[src/common/commission_map.vh]
// Constants for the commissioning and discovery controller.
`ifndef COMMISSION_MAP_VH
`define COMMISSION_MAP_VH
// ----------------------------------------------------------------
// Timing figures, in their own units
// ----------------------------------------------------------------
`define CLK_HZ 50000000
`define PRESS_WINDOW_MS 2000
`define WAKE_LIMIT_MS 30000
`define BLINK_SHOW_MS 1000
`define BLINK_DEFAULT_MS 250
`define BLINK_UNIT_MS 10
`define BACKOFF_UNIT_MS 100
// ----------------------------------------------------------------
// Cycle counts derived from the figures
// ----------------------------------------------------------------
`define MS_CYC(ms) ((ms) * (`CLK_HZ / 1000))
`define PRESS_WINDOW_CYC `MS_CYC(`PRESS_WINDOW_MS)
`define WAKE_LIMIT_CYC `MS_CYC(`WAKE_LIMIT_MS)
`define BLINK_SHOW_CYC `MS_CYC(`BLINK_SHOW_MS)
`define BLINK_DEFAULT_CYC `MS_CYC(`BLINK_DEFAULT_MS)
`define BLINK_UNIT_CYC `MS_CYC(`BLINK_UNIT_MS)
`define BACKOFF_UNIT_CYC `MS_CYC(`BACKOFF_UNIT_MS)
// ----------------------------------------------------------------
// Press counts, settings, frame types, command kinds
// ----------------------------------------------------------------
`define PRESS_IDENTIFY 3'h1
`define PRESS_NOMINATE 3'h2
`define PRESS_RESTORE 3'h4
`define BUTTON_ON 1'h1
`define BACKOFF_RESET 8'h82
`define FRAME_NODE_ID 8'h95
`define FRAME_CMD_RESP 8'h88
`define FRAME_REMOTE_CMD 8'h17
`define KIND_DISCOVER 2'h0
`define KIND_FIND_DEST 2'h1
`define KIND_NEIGHBOR 2'h2
`endif

[src/design/commissioning_discovery_ctrl.v]
// Commissioning pushbutton decoder and node discovery sequencer.
// Behaviour
// - Button works only when enable setting is one.
// - Presses grouped within two-second window give count.
// - Press while asleep wakes; ends cycle or 30s.
// - One press sends node identification broadcast.
// - Received identification blinks indicator for one second.
// - In API mode, received identification emits 0x95.
// - Two presses in synchronous sleep nominate coordinator.
// - Four presses restore and apply defaults.
// - Software press command acts like physical presses.
// - Unnamed discovery broadcasts; every node responds.
// - Command mode blocks commands, then extra return.
// - API mode keeps running; unnamed search silent without responses.
// - Broadcast carries backoff limit, default 0x82.
// - Named discovery ends at first match, else error.
// - Destination lookup loads address; in command mode OK, exits mode.
// - Lookup fails without name or on timeout.
// - Transparent lookup outputs no responder information.
// - Neighbor find zero-hop broadcast, replies as 0x88.
// - Remote neighbor find replies go to originator.
// - Zero blink period uses 250 ms default.
`timescale 1ns/1ps
`include "commission_map.vh"
module commissioning_discovery_ctrl #(
  parameter PRESS_WINDOW_CYC = `PRESS_WINDOW_CYC,
  parameter WAKE_LIMIT_CYC = `WAKE_LIMIT_CYC,
  parameter BLINK_SHOW_CYC = `BLINK_SHOW_CYC,
  parameter BLINK_DEFAULT_CYC = `BLINK_DEFAULT_CYC,
  parameter BLINK_UNIT_CYC = `BLINK_UNIT_CYC,
  parameter BACKOFF_UNIT_CYC = `BACKOFF_UNIT_CYC,
  parameter ADDR_W = 64
) (
  // Clock and reset.
  input wire mclk_in,
  input wire resetn_in,
  // Settings and device state.
  input wire commission_button_enable_in,
  input wire api_mode_in,
  input wire sync_sleep_net_in,
  input wire asleep_in,
  input wire sleep_cycle_end_in,
  input wire [7:0] indicator_blink_period_in,
  input wire [7:0] discovery_backoff_limit_in,
  // Pushbutton, low while pressed.
  input wire button_n_in,
  // Software press command.
  input wire simulated_press_command_in,
  input wire [2:0] press_count_in,
  // Discovery command from the host.
  input wire disc_valid_in,
  input wire [1:0] disc_kind_in,
  input wire name_present_in,
  input wire [7:0] origin_frame_in,
  output wire disc_ready_out,
  output wire cmd_allowed_out,
  // Radio receive side.
  input wire rx_node_id_in,
  input wire rx_resp_valid_in,
  input wire rx_resp_match_in,
  input wire [ADDR_W-1:0] rx_resp_addr_in,
  // Actions towards the radio and configuration.
  output reg wake_out,
  output reg tx_node_id_out,
  output reg tx_nominate_out,
  output reg restore_apply_out,
  output reg tx_disc_out,
  output reg tx_zero_hop_out,
  output reg tx_reply_direct_out,
  output reg [7:0] tx_backoff_out,
  output reg assoc_led_out,
  // Answers towards the host.
  output reg frame_valid_out,
  output reg [7:0] frame_type_out,
  output reg resp_fwd_out,
  output reg cr_out,
  output reg ok_out,
  output reg error_out,
  output reg exit_cmd_mode_out,
  output reg [ADDR_W-1:0] destination_address_out
);
  // ----------------------------------------------------------------
  // Press grouping
  // ----------------------------------------------------------------
  reg button_prev_r; // Last sampled button level.
  reg [31:0] window_r; // Cycles left in the grouping window.
  reg grouping_r; // A press group is open.
  reg [2:0] presses_r; // Presses in the open group, saturating.
  wire press = commission_button_enable_in == `BUTTON_ON
    && button_prev_r && !button_n_in;
  wire window_end = grouping_r && window_r == 32'h0;
  // The action count comes from either the closed group or software.
  wire act = window_end || simulated_press_command_in;
  wire [2:0] act_count = simulated_press_command_in ?
    press_count_in : presses_r;

  // Opens a group on the first press and counts until the window closes.
  // The window is measured from the first press, so late presses restart
  // nothing; they fall into the next group, except one on the closing cycle, which is dropped.
  always @(posedge mclk_in) begin
    if (!resetn_in) begin
      button_prev_r <= 1'b1;
      window_r <= 32'h0;
      grouping_r <= 1'b0;
      presses_r <= 3'h0;
    end else begin
      button_prev_r <= button_n_in;
      if (grouping_r) begin
        if (window_r == 32'h0) begin
          grouping_r <= 1'b0;
        end else begin
          window_r <= window_r - 32'h1;
          if (press && presses_r != 3'h7) begin
            presses_r <= presses_r + 3'h1;
          end
        end
      end else if (press) begin
        grouping_r <= 1'b1;
        presses_r <= 3'h1;
        window_r <= PRESS_WINDOW_CYC - 1;
      end
    end
  end

  // ----------------------------------------------------------------
  // Press actions
  // ----------------------------------------------------------------
  // One-cycle pulses; counts other than one, two and four do nothing.
  always @(posedge mclk_in) begin
    if (!resetn_in) begin
      tx_node_id_out <= 1'b0;
      tx_nominate_out <= 1'b0;
      restore_apply_out <= 1'b0;
    end else begin
      tx_node_id_out <= act && act_count == `PRESS_IDENTIFY;
      tx_nominate_out <= act && act_count == `PRESS_NOMINATE
        && sync_sleep_net_in;
      restore_apply_out <= act && act_count == `PRESS_RESTORE;
      // Any other count falls through here unanswered.
    end
  end

  // ----------------------------------------------------------------
  // Wake on press
  // ----------------------------------------------------------------
  reg [31:0] wake_cnt_r; // Cycles left in the wake period.

  // Seniority is settled by the sleep logic outside; this block only
  // holds the device awake, capped at the wake limit.
  always @(posedge mclk_in) begin
    if (!resetn_in) begin
      wake_out <= 1'b0;
      wake_cnt_r <= 32'h0;
    end else if (press && asleep_in && !wake_out) begin
      wake_out <= 1'b1;
      wake_cnt_r <= WAKE_LIMIT_CYC - 1;
    end else if (wake_out) begin
      if (sleep_cycle_end_in || wake_cnt_r == 32'h0) begin
        wake_out <= 1'b0;
      end else begin
        wake_cnt_r <= wake_cnt_r - 32'h1;
      end
    end
  end

  // ----------------------------------------------------------------
  // Indicator blink on received identification
  // ----------------------------------------------------------------
  reg [31:0] show_r; // Cycles left in the blink show.
  reg [31:0] half_r; // Cycles left in the current blink half.
  reg blinking_r; // The show is running.
  wire [31:0] half_len = (indicator_blink_period_in == 8'h0) ?
    BLINK_DEFAULT_CYC :
    indicator_blink_period_in * BLINK_UNIT_CYC;

  // Outside a show the indicator stays lit as a power sign.
  always @(posedge mclk_in) begin
    if (!resetn_in) begin
      show_r <= 32'h0;
      half_r <= 32'h0;
      blinking_r <= 1'b0;
      assoc_led_out <= 1'b1;
    end else if (rx_node_id_in) begin
      blinking_r <= 1'b1;
      show_r <= BLINK_SHOW_CYC - 1;
      half_r <= half_len - 32'h1;
      assoc_led_out <= 1'b0;
    end else if (blinking_r) begin
      if (show_r == 32'h0) begin
        blinking_r <= 1'b0;
        assoc_led_out <= 1'b1;
      end else begin
        show_r <= show_r - 32'h1;
        if (half_r == 32'h0) begin
          half_r <= half_len - 32'h1;
          assoc_led_out <= !assoc_led_out;
        end else begin
          half_r <= half_r - 32'h1;
        end
      end
    end
  end

  // ----------------------------------------------------------------
  // Discovery sequencer
  // ----------------------------------------------------------------
  localparam ST_IDLE = 1'b0; // No discovery pending.
  localparam ST_WAIT = 1'b1; // Waiting for responses or timeout.
  reg state_r; // Sequencer state.
  reg [1:0] kind_r; // Kind of the pending command.
  reg named_r; // The pending command carries a name and is not a neighbor find.
  reg api_r; // Mode captured when the command was taken.
  reg [31:0] tick_r; // Cycles left in the current backoff unit.
  reg [7:0] units_r; // Backoff units left before timeout.
  wire take = disc_valid_in && state_r == ST_IDLE;
  wire timeout = tick_r == 32'h0 && units_r == 8'h0;
  wire resp = rx_resp_valid_in && state_r == ST_WAIT;
  // A named search only looks at matching responses.
  wire hit = resp && (!named_r || rx_resp_match_in);

  assign disc_ready_out = state_r == ST_IDLE;
  // Command mode holds other commands off until discovery is over.
  assign cmd_allowed_out = state_r == ST_IDLE || api_mode_in;

  // Takes a command, broadcasts it, then gathers responses until the
  // backoff window expires or a named search matches. Mode is captured at the start so a mode
  // change mid-search cannot split the answer between two formats.
  always @(posedge mclk_in) begin
    if (!resetn_in) begin
      state_r <= ST_IDLE;
      kind_r <= `KIND_DISCOVER;
      named_r <= 1'b0;
      api_r <= 1'b0;
      tick_r <= 32'h0;
      units_r <= 8'h0;
      tx_disc_out <= 1'b0;
      tx_zero_hop_out <= 1'b0;
      tx_reply_direct_out <= 1'b0;
      tx_backoff_out <= `BACKOFF_RESET;
      resp_fwd_out <= 1'b0;
      cr_out <= 1'b0;
      ok_out <= 1'b0;
      error_out <= 1'b0;
      exit_cmd_mode_out <= 1'b0;
      destination_address_out <= {ADDR_W{1'b0}};
    end else begin
      tx_disc_out <= 1'b0;
      resp_fwd_out <= 1'b0;
      cr_out <= 1'b0;
      ok_out <= 1'b0;
      error_out <= 1'b0;
      exit_cmd_mode_out <= 1'b0;
      case (state_r)
        ST_IDLE: begin
          if (take) begin
            if (disc_kind_in == `KIND_FIND_DEST && !name_present_in) begin
              error_out <= 1'b1;
            end else begin
              state_r <= ST_WAIT;
              kind_r <= disc_kind_in;
              named_r <= name_present_in && disc_kind_in != `KIND_NEIGHBOR;
              api_r <= api_mode_in;
              tick_r <= BACKOFF_UNIT_CYC - 1;
              units_r <= discovery_backoff_limit_in;
              tx_disc_out <= 1'b1;
              tx_backoff_out <= discovery_backoff_limit_in;
              tx_zero_hop_out <= disc_kind_in == `KIND_NEIGHBOR;
              tx_reply_direct_out <= disc_kind_in == `KIND_NEIGHBOR
                && origin_frame_in == `FRAME_REMOTE_CMD;
            end
          end
        end
        ST_WAIT: begin
          if (hit && named_r) begin
            // First match closes a named search.
            state_r <= ST_IDLE;
            if (kind_r == `KIND_FIND_DEST) begin
              destination_address_out <= rx_resp_addr_in;
              resp_fwd_out <= api_r;
              ok_out <= !api_r;
              exit_cmd_mode_out <= !api_r;
            end else begin
              resp_fwd_out <= 1'b1;
              cr_out <= !api_r;
            end
          end else if (timeout) begin
            state_r <= ST_IDLE;
            error_out <= named_r;
            cr_out <= !named_r && !api_r;
          end else begin
            resp_fwd_out <= hit;
            if (tick_r == 32'h0) begin
              tick_r <= BACKOFF_UNIT_CYC - 1;
              units_r <= units_r - 8'h1;
            end else begin
              tick_r <= tick_r - 32'h1;
            end
          end
        end
        default: begin
          state_r <= ST_IDLE;
        end
      endcase
    end
  end

  // ----------------------------------------------------------------
  // API frame marker
  // ----------------------------------------------------------------
  // Marks each API frame for the serial formatter. Identification wins
  // a same-cycle clash; the response is still flagged on resp_fwd_out.
  always @(posedge mclk_in) begin
    if (!resetn_in) begin
      frame_valid_out <= 1'b0;
      frame_type_out <= 8'h00;
    end else if (rx_node_id_in && api_mode_in) begin
      frame_valid_out <= 1'b1;
      frame_type_out <= `FRAME_NODE_ID;
    end else if (hit && api_r) begin
      frame_valid_out <= 1'b1;
      frame_type_out <= `FRAME_CMD_RESP;
    end else begin
      frame_valid_out <= 1'b0;
    end
  end
endmodule

[config.mk]
export PLATFORM = sky130hd
export DESIGN_NAME = commissioning_discovery_ctrl
export DESIGN_NICKNAME = d
export VERILOG_FILES = /design/src/design/commissioning_discovery_ctrl.v
export VERILOG_INCLUDE_DIRS = /design/src /design/src/common
export SDC_FILE = /design/constraint.sdc
export NUM_CORES = 1
export LEC_CHECK = 0
export BUFFER_PORTS_ARGS = -buffer_cell sky130_fd_sc_hd__buf_2
export CORE_MARGIN = 2
export CORE_UTILIZATION = 62
export DETAILED_ROUTE_END_ITERATION = 10
export MAX_ROUTING_LAYER = met4
export PLACE_DENSITY = 0.87
export SETUP_SLACK_MARGIN = 0.1
export SLEW_MARGIN = 20
export SYNTH_ARGS = -nofsm -noshare
export SYNTH_HDL_FRONTEND = slang
export SYNTH_SLANG_ARGS = --single-unit
export TNS_END_PERCENT = 20
[constraint.sdc]
create_clock -name mclk_in -period 8.95 [get_ports mclk_in]
set_clock_uncertainty 0.1 [all_clocks]
set_input_delay 1.79 -clock mclk_in [delete_from_list [all_inputs] [get_ports mclk_in]]
set_output_delay 1.79 -clock mclk_in [all_outputs]
set_load 0.02 [all_outputs]
Yosys cells after proc, flatten, opt, wreduce, memory -nomap -nowiden
Cells that the tools add are included.
W data, S select, Z words.
- bits in registers: 269
- bits in latches: 0
- RAM bits: 0
- ROM bits: 0
- bits of input ports: 107
- output and inout bits: 96
- memories kept: 0
- add/sub/neg operators: 8
- multipliers: 1
- div/mod/pow operators: 0
- order comparisons: 0
- equality and inequality tests: 18
- shift operators: 0
- muxes and demuxes: 64
- bitwise logic cells: 5
- reduce and logical (&&, ||, !) cells: 60
- operator list (cell ; count):
    $mux W32 ; 12
    $logic_not A32 Y1 ; 5
    $sub A32 B1 Y32 const B ; 5
    $mux W31 ; 3
    $mux W26 ; 3
    $pmux W32 S2 ; 1
    $mux W8 ; 7
    $mux W1 ; 29
    $sub A27 B1 Y28 const B ; 1
    $mux W27 ; 1
    $mul A8 B14 Y22 const B ; 1
    $logic_and A1 B1 Y1 ; 21
    $logic_not A8 Y1 ; 2
    $pmux W8 S2 ; 1
    $mux W3 ; 5
    $ne A2 B2 Y1 const B ; 7
    $reduce_and A2 Y1 ; 7
    $reduce_and A3 Y1 ; 3
    $eq A8 B5 Y1 const B ; 1
    $reduce_and A4 Y1 ; 2
    $reduce_bool A2 Y1 ; 4
    $reduce_or A2 Y1 ; 4
    $sub A8 B1 Y8 const B ; 1
    $logic_not A1 Y1 ; 6
    13 further kinds ; 24

Longest topological paths before layout
- depth after elaboration: 7
- gate-level depth with buffers: 18
- gate-level depth less buffers: 17

Worst setup path before layout
No wires, ideal clock.
- kind: in2reg
- start: in indicator_blink_period_in[2]
- end: reg half_r[26]
- setup time: 0.144 ns
- arrival: 5.900 ns
- required time: 8.706 ns
- path slack: 2.806 ns
- stages on the path: 16
- buffers on the path: 1
- cells stage by stage: fa_1 ha_1 fa_1 inv_1 fa_1 inv_1 ha_1 clkbuf_1 nand2_1 nor2_1 a311oi_1 o21ai_0 mux2i_1 or3_1 o311ai_0 o221ai_1
- cells in the longest elaborated chain, start to end: 7
- elaborated cells on any way between the ends: 8
- those cells by class: add/sub: 1; mul: 1; mux: 5; reduce/logical: 1
- RTL lines (item ; RTL line ; text):
    from (decl) ; commissioning_discovery_ctrl.v:43 ; input wire [7:0] indicator_blink_period_in,
    $mul A8 B14 Y22 or $logic_not A8 Y1 (tied branches) ; commissioning_discovery_ctrl.v:174, commissioning_discovery_ctrl.v:172 ;
    $mux W27 * ; commissioning_discovery_ctrl.v:172 ; wire [31:0] half_len = (indicator_blink_period_in == 8'h0) ?
    $sub A27 B1 Y28 * ; commissioning_discovery_ctrl.v:186, commissioning_discovery_ctrl.v:195 ;
    $mux W32 ; commissioning_discovery_ctrl.v:194 ; if (half_r == 32'h0) begin
    $mux W32 ; commissioning_discovery_ctrl.v:189 ; if (show_r == 32'h0) begin
    $mux W32 ; commissioning_discovery_ctrl.v:188 ; end else if (blinking_r) begin
    $mux W32 * ; commissioning_discovery_ctrl.v:183 ; end else if (rx_node_id_in) begin
    to (signal assigned) ; commissioning_discovery_ctrl.v:186 ; half_r <= half_len - 32'h1;
    to (signal assigned) ; commissioning_discovery_ctrl.v:195 ; half_r <= half_len - 32'h1;
    to (signal assigned) ; commissioning_discovery_ctrl.v:198 ; half_r <= half_r - 32'h1;
    to (decl) ; commissioning_discovery_ctrl.v:170 ; reg [31:0] half_r;
Mark *: on every way between the ends. The rest lies on a longest branch, timed or not. The select of a mux whose other input is x is not followed.
A chain may end at the register's enable or synchronous reset.

Worst setup path after layout
Same ends and word-level chain as after synthesis.

==> impl_results.md <==
* Max-Cap Viols at 0
* Initial core utilization at 62.9%
* Root Buffer: clkbuf_16
* Wire length on met2 at 17800 um
* CTS tree: built
* DP Wirelength at 25200 um
* Ports at 203
* Resize count post-CTS at 0
* Die X at 155 um
* CTS buffer count at 27
* Global-route wire length before repair at 58000 um
* Mapped Cells at 1765
* Post-route total power at 3350 uW
* Slew @ Worst Pin at 1.04 ns
* DRT Pass-1 Iters at 6
* Post-synth top area share at 37.8%
* Worst EP required at 9.23 ns
* Clock buffer depth at 3
* Metal-1 WL at 15100 um
* Met3 routed WL at 2140 um
* Synthesized flop and latch total at 267
* Number of enable flip-flop cells after synthesis at 0
* Setup TNS at 0 ns
* Fin. max-slew vios at 0
* Worst-Skew Late Latency at 0.53 ns
* Area of the multi-input gates at 0.00823 sq mm
* Vias in the first global route at 12276
* CTS Hold Buffers Added at 0
* Post-CTS setup buffer count at 0
* WL/cell at 16.2 um
* Power per standard cell area at 208 mW/mm^2
* Final setup vio count at 0
* 1st-iter DRT viols at 1109
* Commonest non-fill, non-tap cells in the layout: dfxtp_1 (267), nand2_1 (243), a21oi_1 (208)
* Crit path launch type: input port
* VDD IR max at 0.000157 V
* Share of cells above drive strength 1 at 14.5%
* Worst setup EP type: flip-flop
* H-tree depth at 1
* Reg clk slew, reported paths at 0.06 ns
* Register area at 0.00535 sq mm
* Die Height at 155 um
* Synth async-reset ratio at 0%
* Commonest non-fill, non-tap cell in the layout: dfxtp_1
* All-Layer GR Usage at 29.3%
* RSZ-0062 raised after global routing: false
* Core area at 0.0225 sq mm
* Die Area at 0.0241 sq mm
* Max frequency at 0.160 GHz
* DRC Markers at 0
* Remaining antenna violation count at 0
* Most used flip-flop cell after synthesis: dfxtp_1
* Minimum clock period at 6.25 ns
* Crit path DAT at 6.54 ns
* Top cell type by total area after synthesis: dfxtp_1
* GR Overflow Total at 0
* Rows at 55
* Crit path kind: input port to flip-flop
* CP Max Fanout at 10
* Top post-synthesis cells by area: dfxtp_1 (38%), a21oi_1 (7.4%), nand2_1 (6.4%)
* Fill cells at 1782
* Synth unique cells at 80
* Sink Count at 267
* Nets at 2113
* Placer Congestion at 0.885
* Final hold viol count at 0
* Seq/Total Area, Yosys at 37.8%
* Largest net degree at the start of global routing at 110
* Final Core Density at 71.7%
* Uppermost layer routed: met4
* Total Wirelength at 36000 um
* Via-per-instance ratio at 5.93
* Syn-to-layout area delta at 13.9%
* Ys Warns at 0
* Syn Area/Cell at 8.02 sq um
* Worst rel slew slack at 29.5%
* Fin crit share at 69.9%
* Min-delay worst type: flip-flop to flip-flop
* Post-synthesis cell area at 0.0142 sq mm
* Initial antenna violation count at 3
* DR vias at 13196
* IO Port Bufs at 199
* Leak at 0.00656 uW
* Status: complete, no violations
## per-stage QoR
| stage | hold slack [ns] | instance area (sq um) | setup slack, ns | cells |
|---|---|---|---|---|
| 2_1_floorplan | 0.328 | 14200 | 2.81 | 1767 |
| 3_3_place_gp | 0.328 | 15300 | 2.38 | 2176 |
| 3_5_place_dp | 0.330 | 15300 | 2.18 | 2176 |
| 4_1_cts | 0.340 | 16100 | 2.73 | 2223 |
| 5_1_grt | 0.356 | 16100 | 2.42 | 2226 |
| 6_report | 0.337 | 16100 | 2.70 | 2226 |
## power breakdown
group          switching (uW)  internal [uW]
combinational             561            373
sequential               69.7           1260
clock                     458            634
total                    1090           2260
## final cells by class
cell class	count	area share (%)
Multi-Input combinational cell	1346	51.0
Clock inverter	7	0.442
Sequential cell	267	33.1
Antenna cell	3	0.0466
Clock buffer	40	4.87
Tap cell	285	2.21
Timing Repair Buffer	207	6.57
Inverter	71	1.68
## logic make-up (layout without fill, tap and decap cells)
family / Yosys count / after routing / synth area share (%)
adder cells (fa/ha/maj): 86 / 86 / 8.50
AO/OA/AOI/OAI: 391 / 391 / 16.4
XOR/XNOR: 122 / 122 / 7.55
multiplexers: 5 / 5 / 0.371
AND/OR/NAND/NOR: 739 / 739 / 25.1
flip-flops: 267 / 267 / 37.8
other: 1 / 6 / 0.0265
buffers and inverters: 154 / 325 / 4.28
## state kept, by name (all words and copies together) (netlist names), 2 cells and up
signal,flops
presses_r,3
window_r,32
tick_r,32
tx_backoff_out,8
frame_type_out,3
kind_r,2
destination_address_out,64
wake_cnt_r,32
show_r,32
units_r,8
half_r,32
## cells in the mapped netlist, types with 4 or more instances
library cell / number
a211oi_1: 14
a21oi_1: 209
a311oi_1: 7
a31o_2: 4
a31oi_1: 17
a32oi_1: 5
and2_1: 6
and3_1: 7
buf_2: 4
buf_4: 6
clkbuf_1: 71
dfxtp_1: 267
fa_1: 17
ha_1: 69
inv_1: 70
nand2_1: 243
nand2b_1: 17
nand3_1: 33
nand3b_1: 9
nand4_1: 9
nand4b_1: 4
nor2_1: 181
nor2b_1: 12
nor3_1: 78
nor3b_1: 6
nor4_1: 35
o211ai_1: 8
o21a_1: 7
o21ai_0: 58
o221ai_1: 4
o22ai_1: 7
o311ai_0: 5
o31ai_1: 8
or2_2: 9
or3_1: 44
or4_1: 25
xnor2_1: 81
xor2_1: 41
## path summary, 6_finish.rpt
| path | slack, ns | to | cells past startpoint | from |
|---|---|---|---|---|
| setup / recovery | 2.70 | half_r[26] | 16 | indicator_blink_period_in[2] |
| hold / removal | 0.34 | frame_type_out[3] | 2 | frame_type_out[3] |
| setup reg to reg | 5.05 | half_r[25] | 8 | half_r[14] |
| hold reg to reg | 0.34 | frame_type_out[3] | 2 | frame_type_out[3] |
## per-layer routing
metal / global-route usage, % / up-vias
met5: - / -
met4: 9.26 / 0
met3: 3.84 / 61
met2: 51.1 / 431
met1: 35.3 / 6217
li1: - / 6487
## worst max-delay path: stages
cell      delay [ns]
buf_2           0.17
fa_1            0.54
ha_1            0.30
inv_1           0.05
fa_1            0.50
fa_1            0.54
inv_1           0.04
ha_1            0.38
nand2_1         0.17
nor2_1          0.06
a311oi_1        0.58
o21ai_0         0.24
mux2i_1         0.22
or3_1           0.39
o311ai_0        0.35
o221ai_1        0.19
No activity file was read; power rests on OpenSTA's default activity.
